File: config.mk
export PLATFORM = sky130hd
export DESIGN_NAME = dap_top
export DESIGN_NICKNAME = d
export VERILOG_FILES = /design/src/dap_pkg.sv /design/src/dap_skid_buf.sv /design/src/dap_top.sv
export SDC_FILE = /design/constraint.sdc
export NUM_CORES = 1
export LEC_CHECK = 0
export ABC_AREA = 1
export BUFFER_PORTS_ARGS = -buffer_cell sky130_fd_sc_hd__buf_2
export CAP_MARGIN = 20
export CORE_MARGIN = 2
export CORE_UTILIZATION = 35
export DETAILED_ROUTE_END_ITERATION = 16
export MAX_ROUTING_LAYER = met4
export PLACE_DENSITY = 0.63
export SYNTH_ARGS = -nofsm -noshare
export SYNTH_HDL_FRONTEND = slang
export SYNTH_SLANG_ARGS = --single-unit
File: constraint.sdc
create_clock -name mclk_i -period 3.5 [get_ports mclk_i]
set_clock_uncertainty 0.2 [all_clocks]
set_input_delay 0.7 -clock mclk_i [delete_from_list [all_inputs] [get_ports mclk_i]]
set_output_delay 0.7 -clock mclk_i [all_outputs]
set_load 0.05 [all_outputs]
File: src/dap_pkg.sv
// package: assembly layout, register map and carrier types of the drive assembly packer
package dap_pkg;

  // ==========================================================================
  // assembly layout
  // ==========================================================================
  localparam int          DAP_ASM_BYTES   = 26;      // bytes 0..25 in both directions
  localparam int          DAP_PARAM_WORDS = 10;      // configurable parameter words
  localparam logic [7:0]  DAP_OUT_INST    = 8'h7B;   // output assembly instance 123
  localparam logic [7:0]  DAP_IN_INST     = 8'hAD;   // input assembly instance 173
  localparam logic [4:0]  DAP_LAST_IDX    = 5'h19;   // byte 25 closes a frame
  localparam int          DAP_BYTE_STATE  = 1;       // drive state code byte
  localparam int          DAP_BYTE_SPEED  = 2;       // speed word, low byte first
  localparam int          DAP_BYTE_TORQUE = 4;       // torque word, low byte first
  localparam int          DAP_BYTE_PARAM  = 6;       // first parameter word

  // output byte 0 bit positions
  localparam int DAP_BIT_RUN_FWD   = 0;
  localparam int DAP_BIT_RUN_REV   = 1;
  localparam int DAP_BIT_FAULT_RST = 2;
  localparam int DAP_BIT_NET_CTL   = 5;
  localparam int DAP_BIT_NET_REF   = 6;

  // ==========================================================================
  // register map
  // ==========================================================================
  localparam logic [3:0]  DAP_REG_CTRL    = 4'h0;    // enables
  localparam logic [3:0]  DAP_REG_STAT    = 4'h4;    // counters and flags
  localparam logic [3:0]  DAP_REG_INST    = 4'h8;    // instance numbers
  localparam logic [1:0]  DAP_CTRL_RESET  = 2'h3;    // both directions enabled
  localparam int          DAP_STAT_LENERR = 16;      // sticky framing error, write 1 clears

  // ==========================================================================
  // carrier types
  // ==========================================================================
  typedef struct packed {
    logic                 run_forward;
    logic                 run_reverse;
    logic                 fault_reset;
    logic                 control_from_network_select;
    logic                 reference_from_network_select;
    logic [15:0]          speed_ref;
    logic [15:0]          torque_ref;
    logic [9:0][15:0]     param;                     // param[0] is word 1
  } dap_cmd_t;

  typedef struct packed {
    logic                 at_reference;              // byte 0 bit 7 down to bit 0
    logic                 ref_from_net;
    logic                 ctrl_from_net;
    logic                 ready;
    logic                 running_reverse;
    logic                 running_forward;
    logic                 warning;
    logic                 faulted;
    logic [7:0]           drive_state;
    logic [15:0]          speed_act;
    logic [15:0]          torque_act;
    logic [9:0][15:0]     param;
  } dap_sts_t;

endpackage

File: src/dap_skid_buf.sv
// file: two-entry buffer with valid/ready on both sides
`timescale 1ns/100ps
module dap_skid_buf
  import dap_pkg::*;
#(
  parameter int W = 10                   // payload width
)(
  input  wire logic         mclk_i,      // system clock
  input  wire logic         reset_n_i,   // async reset, active low
  input  wire logic         in_valid_i,  // source offers a word
  output logic              in_ready_o,  // room for a word
  input  wire logic [W-1:0] in_data_i,   // word from source
  output logic              out_valid_o, // word waiting
  input  wire logic         out_ready_i, // sink takes the word
  output logic [W-1:0]      out_data_o   // head word
);

  // ==========================================================================
  // storage
  // ==========================================================================
  logic [W-1:0] mem_q [2];               // two entries, enough to cover one stall
  logic         wptr_q;                  // write slot
  logic         rptr_q;                  // read slot
  logic [1:0]   cnt_q;                   // entries held
  wire          push = in_valid_i & in_ready_o;
  wire          pop  = out_valid_o & out_ready_i;

  assign in_ready_o  = (cnt_q != 2'h2);
  assign out_valid_o = (cnt_q != 2'h0);
  assign out_data_o  = mem_q[rptr_q];

  // pointers and occupancy
  always_ff @(posedge mclk_i or negedge reset_n_i)
  begin
    if (!reset_n_i)
    begin
      wptr_q <= 1'b0;
      rptr_q <= 1'b0;
      cnt_q  <= 2'h0;
    end
    else
    begin
      if (push) wptr_q <= ~wptr_q;
      if (pop)  rptr_q <= ~rptr_q;
      cnt_q <= cnt_q + {1'b0, push} - {1'b0, pop};
    end
  end

  // entries carry no reset: valid never exposes them before a write
  always_ff @(posedge mclk_i)
  begin
    if (push) mem_q[wptr_q] <= in_data_i;
  end

endmodule

File: src/dap_top.sv
// file: drive process-data assembly packer, output unpack and input pack
//
// The placing of the registers and the address-and-strobe port were decided locally.
`timescale 1ns/100ps
module dap_top
  import dap_pkg::*;
(
  input  wire logic        mclk_i,      // 10 MHz system clock
  input  wire logic        reset_n_i,   // async reset, active low
  // output assembly byte stream from network side
  input  wire logic        rx_valid_i,  // byte present
  input  wire logic        rx_sof_i,    // byte is byte 0
  input  wire logic [7:0]  rx_data_i,   // byte value
  output logic             rx_ready_o,  // always ready
  // unpacked command to drive
  output dap_cmd_t         cmd_o,       // last complete command
  output logic             cmd_valid_o, // one-cycle pulse on update
  // drive status and input assembly stream
  input  wire dap_sts_t    sts_i,       // drive status
  input  wire logic        tx_start_i,  // pulse: send one input assembly
  output logic             tx_valid_o,  // byte present
  input  wire logic        tx_ready_i,  // receiver takes byte
  output logic [7:0]       tx_data_o,   // byte value
  output logic             tx_sof_o,    // byte is byte 0
  output logic             tx_last_o,   // byte is byte 25
  output logic             tx_busy_o,   // frame being loaded
  // register port
  input  wire logic [3:0]  reg_addr_i,  // byte address
  input  wire logic [31:0] reg_wdata_i, // write data
  input  wire logic        reg_wr_i,    // write strobe
  input  wire logic        reg_rd_i,    // read strobe
  output logic [31:0]      reg_rdata_o  // read data, cycle after strobe
);

  localparam int NB = DAP_ASM_BYTES * 8;  // frame bits

  // ==========================================================================
  // register decode
  // ==========================================================================
  logic [1:0]  ctrl_q;                    // [0] rx enable, [1] tx enable
  logic [7:0]  rx_cnt_q;                  // committed frames, wraps
  logic [7:0]  tx_cnt_q;                  // sent frames, wraps
  logic        len_err_q;                 // sticky framing error
  logic        len_err_set;               // framing fault this cycle
  wire         sel_ctrl = (reg_addr_i == DAP_REG_CTRL);
  wire         sel_stat = (reg_addr_i == DAP_REG_STAT);
  wire         sel_inst = (reg_addr_i == DAP_REG_INST);
  wire         wr_ctrl  = reg_wr_i & sel_ctrl;
  wire         clr_err  = reg_wr_i & sel_stat & reg_wdata_i[DAP_STAT_LENERR];
  wire         rx_en    = ctrl_q[0];
  wire         tx_en    = ctrl_q[1];
  logic        rx_in_frame_q;             // between byte 0 and byte 25

  wire [31:0] stat_word = {13'h0000, rx_in_frame_q, tx_busy_o, len_err_q, tx_cnt_q, rx_cnt_q};
  wire [31:0] rd_mux    = sel_ctrl ? {30'h00000000, ctrl_q} :
                          sel_stat ? stat_word :
                          sel_inst ? {16'h0000, DAP_IN_INST, DAP_OUT_INST} :
                          32'h00000000;   // unmapped reads as zero

  // control register
  always_ff @(posedge mclk_i or negedge reset_n_i)
  begin
    if (!reset_n_i)
      ctrl_q <= DAP_CTRL_RESET;
    else if (wr_ctrl)
      ctrl_q <= reg_wdata_i[1:0];
  end

  // read data stands only in the cycle after the strobe
  always_ff @(posedge mclk_i or negedge reset_n_i)
  begin
    if (!reset_n_i)
      reg_rdata_o <= 32'h00000000;
    else
      reg_rdata_o <= reg_rd_i ? rd_mux : 32'h00000000;
  end

  // sticky error: a new fault in the clear cycle wins
  always_ff @(posedge mclk_i or negedge reset_n_i)
  begin
    if (!reset_n_i)
      len_err_q <= 1'b0;
    else if (len_err_set)
      len_err_q <= 1'b1;
    else if (clr_err)
      len_err_q <= 1'b0;
  end

  // ==========================================================================
  // receive: output assembly unpack
  // ==========================================================================
  logic [4:0]    rx_idx_q;                // next byte index
  logic [NB-1:0] shadow_q;                // bytes gathered so far
  logic [NB-1:0] shadow_n;                // shadow with this cycle's byte
  dap_cmd_t      cmd_n;                   // decoded from shadow_n
  wire           rx_take  = rx_valid_i & rx_en;
  wire           rx_first = rx_take & rx_sof_i;
  wire           rx_more  = rx_take & ~rx_sof_i & rx_in_frame_q;
  wire           rx_wr    = rx_first | rx_more;
  wire [4:0]     rx_wix   = rx_first ? 5'h00 : rx_idx_q;
  wire           commit   = rx_more & (rx_idx_q == DAP_LAST_IDX);

  assign rx_ready_o = 1'b1;
  // short frame (new byte 0 mid-frame) or stray byte outside a frame
  assign len_err_set = (rx_first & rx_in_frame_q) | (rx_take & ~rx_sof_i & ~rx_in_frame_q);

  // one byte lane per frame position
  genvar gk;
  generate
    for (gk = 0; gk < DAP_ASM_BYTES; gk++)
    begin : g_lane
      wire hit = rx_wr & (rx_wix == 5'(gk));
      assign shadow_n[8*gk +: 8] = hit ? rx_data_i : shadow_q[8*gk +: 8];
    end
  endgenerate

  // field decode; byte 1 and spare bits of byte 0 are ignored
  assign cmd_n.run_forward                   = shadow_n[DAP_BIT_RUN_FWD];
  assign cmd_n.run_reverse                   = shadow_n[DAP_BIT_RUN_REV];
  assign cmd_n.fault_reset                   = shadow_n[DAP_BIT_FAULT_RST];
  assign cmd_n.control_from_network_select   = shadow_n[DAP_BIT_NET_CTL];
  assign cmd_n.reference_from_network_select = shadow_n[DAP_BIT_NET_REF];
  assign cmd_n.speed_ref  = shadow_n[8*DAP_BYTE_SPEED +: 16];
  assign cmd_n.torque_ref = shadow_n[8*DAP_BYTE_TORQUE +: 16];
  assign cmd_n.param      = shadow_n[NB-1 : 8*DAP_BYTE_PARAM];

  // shadow and frame tracking
  always_ff @(posedge mclk_i or negedge reset_n_i)
  begin
    if (!reset_n_i)
    begin
      shadow_q      <= '0;
      rx_idx_q      <= 5'h00;
      rx_in_frame_q <= 1'b0;
    end
    else if (rx_wr)
    begin
      shadow_q      <= shadow_n;
      rx_idx_q      <= rx_wix + 5'h01;
      rx_in_frame_q <= ~commit;
    end
  end

  // command updates only on a complete frame, so the drive never sees a torn one
  always_ff @(posedge mclk_i or negedge reset_n_i)
  begin
    if (!reset_n_i)
    begin
      cmd_o       <= '0;
      cmd_valid_o <= 1'b0;
      rx_cnt_q    <= 8'h00;
    end
    else
    begin
      cmd_valid_o <= commit;
      if (commit)
      begin
        cmd_o    <= cmd_n;
        rx_cnt_q <= rx_cnt_q + 8'h01;
      end
    end
  end

  // ==========================================================================
  // transmit: input assembly pack
  // ==========================================================================
  typedef enum logic [0:0] {
    DAP_TX_IDLE = 1'b0,
    DAP_TX_SEND = 1'b1
  } dap_tx_st_t;

  dap_tx_st_t    tx_st_q;                 // loader state
  dap_tx_st_t    tx_st_d;                 // next state
  logic [4:0]    tx_idx_q;                // byte being loaded
  logic [NB-1:0] snap_q;                  // frozen status frame
  logic          buf_in_ready;            // buffer has room
  logic [9:0]    buf_out;                 // {sof, last, data}
  wire           tx_go    = (tx_st_q == DAP_TX_IDLE) & tx_start_i & tx_en;
  wire           tx_push  = (tx_st_q == DAP_TX_SEND) & buf_in_ready;
  wire           tx_lastb = (tx_idx_q == DAP_LAST_IDX);
  wire [7:0]     tx_byte  = snap_q[{tx_idx_q, 3'h0} +: 8];
  // whole-byte status layout, low byte of each word first
  wire [NB-1:0]  snap_n   = {sts_i.param, sts_i.torque_act, sts_i.speed_act,
                             sts_i.drive_state, sts_i[NB-1 -: 8]};

  // loader next state; a start during a frame is ignored
  always_comb
  begin
    tx_st_d = tx_st_q;
    case (tx_st_q)
      DAP_TX_IDLE: if (tx_go) tx_st_d = DAP_TX_SEND;
      DAP_TX_SEND: if (tx_push & tx_lastb) tx_st_d = DAP_TX_IDLE;
      default:     tx_st_d = DAP_TX_IDLE;
    endcase
  end

  // snapshot keeps the frame coherent while bytes drain slowly
  always_ff @(posedge mclk_i or negedge reset_n_i)
  begin
    if (!reset_n_i)
    begin
      tx_st_q  <= DAP_TX_IDLE;
      tx_idx_q <= 5'h00;
      snap_q   <= '0;
      tx_cnt_q <= 8'h00;
    end
    else
    begin
      tx_st_q <= tx_st_d;
      if (tx_go)
      begin
        snap_q   <= snap_n;
        tx_idx_q <= 5'h00;
      end
      else if (tx_push)
        tx_idx_q <= tx_idx_q + 5'h01;
      if (tx_push & tx_lastb)
        tx_cnt_q <= tx_cnt_q + 8'h01;
    end
  end

  assign tx_busy_o = (tx_st_q == DAP_TX_SEND);

  // buffer absorbs a receiver stall; loader waits on its ready
  dap_skid_buf #(.W(10)) u_buf (
    .mclk_i      (mclk_i),
    .reset_n_i   (reset_n_i),
    .in_valid_i  (tx_busy_o),
    .in_ready_o  (buf_in_ready),
    .in_data_i   ({(tx_idx_q == 5'h00), tx_lastb, tx_byte}),
    .out_valid_o (tx_valid_o),
    .out_ready_i (tx_ready_i),
    .out_data_o  (buf_out)
  );

  assign tx_sof_o  = buf_out[9];
  assign tx_last_o = buf_out[8];
  assign tx_data_o = buf_out[7:0];
endmodule

==> results, run 1 <==
- The share of total power dissipated in the clock network is 31.2%.
- In this run the number of H-tree levels came out at 3.
- The fraction of the yosys area taken by sequential cells is 56.8%.
- The total grt overflow is 0.
- From bottom edge to top edge, the die measures between 200 and 300 um.
- The power dissipated by switching net loads is 9.81 mW.
- The critical register-to-register path startpoint is ctrl_q[0].
- The sequential share of power is just under 40%.
- The average size of a mapped cell is roughly 8 um^2.
- The portion of the clock cycle consumed by the worst path in the final layout is 83.6%.
- For the pin with the worst max-slew slack, the measured transition is 965 ps.
- The initial core utilization is between 30% and 40%.
- The maximum number of pins on one net before global-route repair is ~150.
- The worst slew margin relative to its limit is 35.7%.
- In this run, synthesis produced a sequential element count of 677.
- Clock-pin slew was measured on the worst setup and hold paths at 60 ps.
- The total clock sinks is 677.
- The net count of the finished layout is 4390.
- The longest clock path from root to sink contains 3 buffers.
- The count of final hold-check violations is 0.
- Setup repair after global routing left no endpoint under its margin.
- The remaining design rule violation count is 0.
- The routed length per placed instance is 16.7 um.
- The leading area contributor after synthesis is sky130_fd_sc_hd__dfrtp_1.
- OpenSTA, run right after detailed placement, puts the worst setup slack at 459 ps.
- At the end of the flow the core is filled with cells to 43.0%.
- The internal power of the cells is 17.6 mW.
- The total wirelength of the detailed-routed design is ~90000 um.
- STA classifies the critical path startpoint as a flop.
- The via count of the first global-routing pass is 24900.
- The proportion of netlist area held by the largest area contributor is 54.6%.
- In this run the worst hold path is classified as in2reg.
- The warning count from the yosys run is 0.
- Following the worst setup path forward leads to its endpoint at tx_data_o[1].
- For this design the ratio of total power to cell area is 747 mW/mm^2.
- The via count of the routed design is 25100.
- The cell count after synthesis is 3677.
- The weighted congestion reported at the end of routability-driven placement is 0.840.
- The count of cells along the worst register-to-register path is 7.
- The full die area is between 0.08 and 0.09 mm^2.
- IR analysis of the VDD net gives a maximum drop of 455 uV.
- The type of the worst setup path is reg2out.
- The global-route wire length before repair is 142000 um.
- The tightest hold margin is roughly 40 ps.
- The top cell types in the final layout, fill and taps aside, are sky130_fd_sc_hd__nand2_1, sky130_fd_sc_hd__dfrtp_1, sky130_fd_sc_hd__buf_2.
- The cell row count is 107.
- Global routing used 20.8% of the available tracks.
- The number of I/O port buffers is 459.
- The fraction of layout cells with a size suffix above 1 is 16.5%.
- The placed wire-length estimate is 59500 um.
- The hold buffer count at cts is 2.
- The leakage power is 19.7 nW.
- The data arrival time of the critical path is between 2000 and 2500 ps.
- Setup slack closes at 573 ps.
- The area growth from synthesis to final layout is 22.0%.
- Sorting the synthesized cells by area gives the leading types as sky130_fd_sc_hd__dfrtp_1, sky130_fd_sc_hd__nand2_1, sky130_fd_sc_hd__nand3_1.
- The number of distinct library cells after synthesis is 33.
- The most common library cell in the layout ignoring fill and taps is sky130_fd_sc_hd__nand2_1.
- The die is a little under 300 um wide.
- The met2 capacity usage during global routing is between 30% and 40%.
- TritonCTS built the clock tree.
- Of the total power, the share spent switching nets is a little over a third.
- The root buffer cell is sky130_fd_sc_hd__clkbuf_16.
- The post-cts sizing count is 0.
- The busiest layer in global routing is met2.
- Once detail routing completed, the nets flagged for antenna violations numbered 0.
- The most critical setup path has its startpoint at u_buf.rptr_q.
- The run finished with clean final reports.
- The share of total power in combinational logic is 29.5%.
- In this run the critical register-to-register path is captured at shadow_q[189].
- The number of optimization iterations in the first detailed-route pass is 5.
- The smallest clock period supported by the final layout is computed as 2930 ps.
- The total CTS buffers is slightly below 80.
- For flop-to-flop paths, the worst setup slack is 720 ps.
- The number of antenna violations at the first check in global routing was 6.
- For this block, the initial DRC count from the detailed router was 1939.
- The floorplan step defined a core boundary enclosing 0.0851 mm^2.
- The worst setup path is captured at an output port.
- The number of max-slew violations in the final report was 0.
- The via-per-instance ratio is approximately 4.7.
- The number of top-level pins is 503.
- Static timing analysis puts the maximum clock frequency at 0.342 GHz.
- The later-pin clock latency in the skew report is 650 ps.
- The overall power after layout is 27.4 mW.
- In this run the cell area of the synthesized design comes to between 0.03 and 0.04 mm^2.
- The largest fanout of any net on the critical path is 11.
- The number of endpoints failing setup at the final stage is 0.
- In the global route stage, met1 resource usage came out at approximately 28%.
- Global routing consumed, on the met3 layer, 4.19% of the routing resources.
- The number of maximum-capacitance violations is 0.
- The number of buffers inserted to repair setup after CTS is 0.
- The final setup TNS is 0 ps.
- STA puts the critical path data required time at 2600 ps.
==> state kept, by name, summed over array words and instances (netlist names) <==
signal and count:
snap_q 208, cmd_o 197, rx_in_frame_q 1, u_buf.rptr_q 1, rx_cnt_q 8, u_buf.cnt_q 2, rx_idx_q 5, u_buf.mem_q 20
u_buf.wptr_q 1, reg_rdata_o 19, tx_cnt_q 8, len_err_q 1, cmd_valid_o 1, tx_busy_o 1, shadow_q 197, ctrl_q 2
tx_idx_q 5
==> area by class of cell <==
type / count / area (um^2)
Clock inverter: 26 / 405
Sequential cell: 677 / 17000
Inverter: 416 / 1570
Multi-Input combinational cell: 2403 / 10700
Antenna cell: 5 / 12.5
Timing Repair Buffer: 541 / 3150
Tap cell: 1144 / 1430
Clock buffer: 114 / 2350
Fill cell: 8556 / 48500
==> power groups by stage <==
stage,registers [mW],clock network [mW],logic [mW]
finish,10.7,8.55,8.07
global route,11.0,9.04,9.14
floorplan,10.9,0,5.38
CTS,10.7,8.73,8.08
detailed placement,10.9,0,7.99
global placement,10.8,0,7.87
==> metrics by stage <==
step | std cells | area [um^2]
floorplan | 3689 | 30100
global placement | 5179 | 33800
detailed placement | 5179 | 33800
CTS | 5321 | 36600
global route | 5326 | 36600
finish | 5326 | 36600
==> logic make-up (layout without fill, tap and decap cells) <==
family	count (synthesis)	in the layout	synth area share, %
compound gates	216	216	3.74
xor+xnor	17	17	0.496
fa+ha+maj	13	13	0.542
buf+inv	609	1097	7.97
flops	677	677	56.8
other cells	2	19	0.0250
simple gates	2143	2143	30.5
==> routing by layer <==
layer	up-vias	part of all wire [%]
li1	12200	-
met1	12000	45
met2	713	46
met3	146	6.3
met4	0	3.1
met5	-	0
==> worst max-delay path, cell delays in order (launching register included) <==
cell and delay [ps]:
sky130_fd_sc_hd__dfrtp_1 510, sky130_fd_sc_hd__inv_1 360, sky130_fd_sc_hd__nand2_1 90, sky130_fd_sc_hd__nand2_1 120, sky130_fd_sc_hd__buf_2 320
==> how the worst min path moves through the flow <==
| stage | startpoint | to | cells past startpoint |
|---|---|---|---|
| 2_1_floorplan | reset_n_i | cmd_o[0] | 0 |
| 3_3_place_gp | cmd_o[54] | cmd_o[54] | 2 |
| 3_5_place_dp | cmd_o[129] | cmd_o[129] | 2 |
| 4_1_cts | sts_i[176] | snap_q[16] | 3 |
| 5_1_grt | sts_i[181] | snap_q[21] | 3 |
| 6_report | sts_i[1] | snap_q[49] | 3 |
==> cell usage after synthesis, drive strengths merged <==
cell / n
o21a: 8
clkbuf: 115
dfstp: 2
nand3b: 1
nor3: 6
xor2: 15
ha: 13
clkinv: 4
o211ai: 2
a211oi: 1
nand3: 455
o21ai: 178
conb: 2
buf: 78
inv: 412
xnor2: 2
and2: 181
nor2: 136
nor3b: 1
dfrtp: 655
nand4: 13
edfxtp: 20
nand2: 1350
a21oi: 27
Power figures use the tool's default switching activity.
==> inputs of run 2 (changes only) <==
clock period = 2.9 ns   (was 3.5 ns; I/O delays follow)
==> results, run 2 (same netlist as run 1, synthesis figures left out) <==
- The count of final hold-check violations is 0 (unchanged).
- Setup repair after global routing left no endpoint under its margin.
- The worst voltage drop across the vdd grid is 623 uV (+37%).
- The remaining design rule violation count came to 0 (unchanged).
- The horizontal die dimension is 297 um (unchanged).
- The number of antenna violations at the first check in global routing came to 3 (-3).
- The final standard cell utilization of the core is 45.3% (+2.3 points).
- The fraction of layout cells with a size suffix above 1 is 16.0% (-0.52 points).
- The via count of the first global-routing pass was 25800 (+3.7%).
- The worst slew margin relative to its limit was 55.8% (+20 points).
- The net total in the final layout is 4594 (+4.6%).
- The total power per unit cell area is 851 mW/mm^2 (+14%).
- The initial core utilization came to 35.3% (unchanged).
- The later-pin clock latency in the skew report came to 620 ps (-30 ps).
- The weighted congestion reported at the end of routability-driven placement was 0.862 (+2.6%).
- The category of the worst setup path launch point is a flop.
- The pre-CTS worst setup slack is 153 ps (-307 ps).
- The total grt overflow is 0 (unchanged).
- The global-route wire length before repair is 145000 um (+2.6%).
- The flip-flop count of the largest register after layout was 208 (unchanged).
- The H-tree depth reported by CTS is 3 (unchanged).
- The die boundary height was 297 um (unchanged).
- The overall routing resource usage is 21.3% (+0.48 points).
- The via-per-instance ratio is 4.74 (+0.59%).
- The number of endpoints failing setup at the final stage is 0 (unchanged).
- The data arrival time of the critical path was 1870 ps (-160 ps).
- In this run the critical register-to-register path is captured at cmd_o[121].
- The placed instance area is 0.0342 mm^2 (+1.0%).
- The number of maximum-capacitance violations is 0 (unchanged).
- The type of the worst setup path is reg2out.
- For hold timing, the worst endpoint is snap_q[77].
- The placed wire-length estimate came to 60400 um (+1.4%).
- The reg2reg setup slack came to 340 ps (-380 ps).
- The upper clock frequency limit is 0.377 GHz.
- The routed length per placed instance is 16.6 um (-0.65%).
- The worst-case setup margin in the final layout is 247 ps (-326 ps).
- The critical register-to-register path startpoint is ctrl_q[0].
- TritonCTS built the clock tree.
- The maximum number of pins on one net before global-route repair is 123 (-16%).
- The number of non-filler instances in the completed layout is 5524 (+3.7%).
- The number of I/O port buffers is 459 (unchanged).
- In this run the clock root is driven by a sky130_fd_sc_hd__clkbuf_16.
- The DRC marker count from the first detailed-route iteration is 1726 (-11%).
- The worst hold path begins at sts_i[29].
- The area growth from synthesis to layout is 28.5%.
- The count of cells along the worst register-to-register path is 9 (+2).
- The placeable core area is 0.0851 mm^2 (unchanged).
- The sort of element at the end of the critical path is an output port.
- The cell row count is 107 (unchanged).
- The minimum period implied by the final worst setup slack is 2650 ps.
- The register clock-pin slew on the reported worst setup and hold paths is 60 ps (about the same).
- The number of optimization iterations in the first detailed-route pass is 8 (+3).
- The required time of the critical path was 2120 ps (-480 ps).
- In the finished design, the share of the clock period the worst path needs comes to 91.5%.
- The worst hold path stage count came to 3 (unchanged).
- The via count of the routed design was 26200 (+4.3%).
- The slew at the pin closest to its max-slew limit is 660 ps (-304 ps).
- The largest registers in the layout are snap_q (208), cmd_o (197), shadow_q (197).
- The total clock sinks is 677 (unchanged).
- The instance count after placement with tap cells included is 5200 (+0.41%).
- Counting flops per register, the top entry is snap_q.
- The most common library cell in the layout ignoring fill and taps is sky130_fd_sc_hd__nand2_1.
- The total wirelength of the detailed-routed design is 91800 um (+3.0%).
- The number of routed nets with antenna violations is 0 (unchanged).
- The number of max-slew violations in the final report is 0 (unchanged).
- The leakage power is 20.5 nW (+4.1%).
- The largest fanout of any net on the critical path was 11 (unchanged).
- The number of filler instances in the final layout is 8203 (-4.1%).
- The final setup TNS came to 0 ps (unchanged).
- The total CTS buffers was 77 (-1.3%).
- The run finished with clean final reports.
- The top cell types in the final layout, fill and taps aside, are sky130_fd_sc_hd__nand2_1, sky130_fd_sc_hd__dfrtp_1, sky130_fd_sc_hd__buf_2.
- The path class of the tightest hold or removal check is in2reg.
- The number of buffers on the longest clock path came to 3 (unchanged).
- The area of all placed cells without fillers was 0.0386 mm^2 (+5.3%).
- The number of top-level pins is 503 (unchanged).
- The full die area is 0.0882 mm^2 (unchanged).
run 2: cell count changes in the layout (fill, tap and decap cells not counted), sizes merged, moves of 2 or more:
cell	before	now
bufinv	5	3
dlygate4sd3	2	186
buf	539	560
clkbuf	114	110
run 2: area by class of cell:
cell class	instances	area (um^2)	area share, %
flip-flops and latches	677	17100	44.2
multi-input cells	2403	10700	27.6
inverters	416	1580	4.09
diodes	4	10.0	0.0259
clock buffers	110	2200	5.70
repair buffers	746	5340	13.8
well taps	1144	1430	3.71
clock inverters	24	319	0.827
run 2: power by group:
group	internal, mW	switching (mW)	total, mW
combinational	3.35	6.85	10.2
sequential	12.0	0.950	13.0
clock	5.60	4.06	9.66
run 2: worst max-delay path by stage:
stage / from / to / slack (ps) / cells after the start
finish: u_buf.rptr_q / tx_data_o[1] / 250 / 4
global route: u_buf.rptr_q / tx_data_o[1] / 140 / 4
CTS: u_buf.rptr_q / tx_data_o[1] / 170 / 4
detailed placement: rx_sof_i / cmd_o[175] / 150 / 11
global placement: rx_sof_i / cmd_o[175] / 180 / 11
floorplan: rx_sof_i / shadow_q[46] / 250 / 11
run 2: metal layers:
metal	routed length [um]	vias to the layer above	track usage (%)
met4	3980	0	8.86
met3	6120	222	4.21
met2	41400	886	32.3
met1	40200	12500	27.9
li1	-	12600	-
met5	0	-	-
run 2: worst max-delay path, stage by stage, from the launching register on:
cell and delay, ps:
sky130_fd_sc_hd__dfrtp_2 510, sky130_fd_sc_hd__clkinvlp_4 290, sky130_fd_sc_hd__nand2_1 120, sky130_fd_sc_hd__nand2_1 90, sky130_fd_sc_hd__buf_2 240
run 2: timing repair:
action                                  CTS  global route
endpoints found under the setup margin    1             0
gates resized for setup                   2             0
setup buffers                             0             0
endpoints found under the hold margin   195             1
hold buffers                            185             1
run 2: metrics by stage:
| step | total power, mW | hold WS (ps) |
|---|---|---|
| 5_1_grt | 34.9 | 4.59 |
| 4_1_cts | 33.0 | 1.22 |
| 3_3_place_gp | 22.8 | 257 |
| 6_report | 32.8 | 21.3 |
| 2_1_floorplan | 19.6 | 84.4 |
| 3_5_place_dp | 23.0 | 261 |
==> inputs of run 3 (changes only) <==
clock period = 2.8 ns   (was 2.9 ns; I/O delays follow)
==> results, run 3 (same netlist as run 1, synthesis figures left out) <==
- The largest fanout of any net on the critical path is 11 (unchanged).
- The overall power after layout is 33.9 mW (+3.1%).
- The final standard cell utilization of the core is 45.6% (+0.25 points).
- The number of maximum-capacitance violations is 0 (unchanged).
- The pre-CTS worst setup slack was -3.35 ps (-156 ps).
- The reg2reg setup slack is 200 ps (-140 ps).
- The total clock sinks is 677 (unchanged).
- The number of routed nets with antenna violations is 0 (unchanged).
- The die boundary height is 297 um (unchanged).
- The total grt overflow is 0 (unchanged).
- The placeable core area is 0.0851 mm^2 (unchanged).
- The final setup TNS was 0 ps (unchanged).
- The fraction of layout cells with a size suffix above 1 is 16.0% (-0.067 points).
- The tightest hold margin is 21.2 ps (-0.0951 ps).
- The number of top-level pins is 503 (unchanged).
- The run finished with clean final reports.
- The global-route wire length before repair is 149000 um (+2.7%).
- The number of optimization iterations in the first detailed-route pass is 6 (-2).
- The via count of the first global-routing pass is 26600 (+3.0%).
- Walking the worst path, the cells encountered are buf_4 -> clkinvlp_4 -> nand2_1 -> nand2_1 -> buf_2.
- After detailed routing, no signal wire sits above met4.
- The worst slew margin relative to its limit was 54.6% (-1.2 points).
- TritonCTS built the clock tree.
- Derived from the worst setup path, the maximum achievable clock frequency is 0.381 GHz.
- The flip-flop count of the largest register after layout is 208 (unchanged).
- The total power per unit cell area is 873 mW/mm^2 (+2.6%).
- The full die area is 0.0882 mm^2 (unchanged).
- STA classifies the critical path startpoint as a flop.
- The total wirelength of the detailed-routed design is 94200 um (+2.7%).
- The instance count after placement with tap cells included was 5207 (+0.13%).
- In this design, the critical path's most frequently occurring cell is sky130_fd_sc_hd__nand2_1.
- The worst voltage drop across the vdd grid came to 612 uV (-1.8%).
- The via count of the routed design is 26400 (+0.80%).
- The later-pin clock latency in the skew report is 650 ps (+30 ps).
- The critical register-to-register path startpoint is ctrl_q[0].
- The number of endpoints failing setup at the final stage is 0 (unchanged).
- Setup repair after global routing left no endpoint under its margin.
- The number of non-filler instances in the completed layout is 5553 (+0.52%).
- The data arrival time of the critical path came to 1860 ps (about the same).
- For this design, the slowest cell found on the critical path is sky130_fd_sc_hd__dfrtp_1.
- The type of the worst setup path is reg2out.
- The placed wire-length estimate came to 61400 um (+1.8%).
- The leakage power is 20.6 nW (+0.50%).
- Compared with the post-synthesis result, the final layout area differs by 29.2%.
- The horizontal die dimension is 297 um (unchanged).
- The routed length on met1 is 41200 um (+2.3%).
- The initial core utilization came to 35.3% (unchanged).
- The total CTS buffers came to 77 (unchanged).
- The cell row count is 107 (unchanged).
- The delay of the slowest critical-path stage is 360 ps (-150 ps).
- Counting I/O delays and the setup requirement, the final critical path takes 2620 ps.
- The slew at the pin closest to its max-slew limit is 678 ps (+17.3 ps).
- The most common library cell in the layout ignoring fill and taps is sky130_fd_sc_hd__nand2_1.
- The worst-case setup margin in the final layout was 179 ps (-68.6 ps).
- The count of final hold-check violations came to 0 (unchanged).
- The number of max-slew violations in the final report is 0 (unchanged).
- In this run the worst setup path begins at u_buf.rptr_q.
- The overall routing resource usage is 21.9% (+0.63 points).
- The count of cells along the worst register-to-register path is 9 (unchanged).
- The routed length per placed instance came to 17.0 um (+2.1%).
- The weighted congestion reported at the end of routability-driven placement came to 0.841 (-2.4%).
- The required time of the critical path is 2040 ps (-80 ps).
- The maximum number of pins on one net before global-route repair is 99 (-20%).
- The endpoint of the most critical setup path is tx_data_o[1].
- In this run the clock root is driven by a sky130_fd_sc_hd__clkbuf_16.
- The area of all placed cells without fillers is 0.0388 mm^2 (+0.55%).
- The length of routed met2 wiring is 43000 um (+3.7%).
- The H-tree depth reported by CTS is 3 (unchanged).
- The met3 wire length is 5980 um (-2.3%).
- The sort of element at the end of the critical path is an output port.
- The largest registers in the layout are snap_q (208), cmd_o (197), shadow_q (197).
- The register clock-pin slew on the reported worst setup and hold paths came to 60 ps (about the same).
- In the layout the commonest cells are sky130_fd_sc_hd__nand2_1, sky130_fd_sc_hd__dfrtp_1, sky130_fd_sc_hd__buf_2.
- The number of I/O port buffers is 459 (unchanged).
- In the finished design, the share of the clock period the worst path needs comes to 93.6%.
- The remaining design rule violation count came to 0 (unchanged).
- The placed instance area is 0.0342 mm^2 (+0.12%).
- The number of antenna violations at the first check in global routing is 2 (-1).
- The net total in the final layout is 4627 (+0.72%).
- The DRC marker count from the first detailed-route iteration is 2071 (+20%).
- The via-per-instance ratio is 4.75 (+0.28%).
- The most flop-heavy register is snap_q.
- The number of buffers on the longest clock path was 3 (unchanged).
- The destination of the worst register-to-register timing path is cmd_o[153].
- In this run the worst hold path is classified as in2reg.
[run 3: cell type report]
type,count,area (um^2)
diodes,2,5.00
multi-input cells,2403,10700
repair buffers,779,5640
flip-flops and latches,677,17000
fillers,8190,46300
clock inverters,21,253
clock buffers,111,2190
well taps,1144,1430
inverters,416,1580
[run 3: where the power goes]
part           internal (mW)  leakage, nW  switching (mW)
clock network           5.57         1.19            4.20
registers               12.5         8.08           0.991
logic                   3.51         11.3            7.14
[run 3: worst max-delay path: cells and delay by family (launching register included)]
kind,cells,cell delay [ps]
flip-flops,1,360
AND/OR/NAND/NOR,2,170
buffers and inverters,3,700
[run 3: metal layers]
metal | vias up | track usage, %
met5 | - | -
met4 | 0 | 9.27
met3 | 242 | 4.26
met2 | 876 | 33.7
met1 | 12600 | 28.4
li1 | 12700 | -
[run 3: worst min-delay path by stage]
stage	start	endpoint	slack, ps	cells after the start
2_1_floorplan	reset_n_i	cmd_o[0]	60	0
3_3_place_gp	cmd_o[93]	cmd_o[93]	260	2
3_5_place_dp	cmd_o[14]	cmd_o[14]	260	2
4_1_cts	sts_i[27]	snap_q[75]	0.7	3
5_1_grt	sts_i[35]	snap_q[83]	30	3
6_report	sts_i[35]	snap_q[83]	20	3
[run 3: timing repair]
action                                  CTS  global route
hold buffers                            212             0
resized for setup                         1             0
endpoints found under the hold margin   243             0
setup buffers                             0             0
endpoints found under the setup margin    1             0
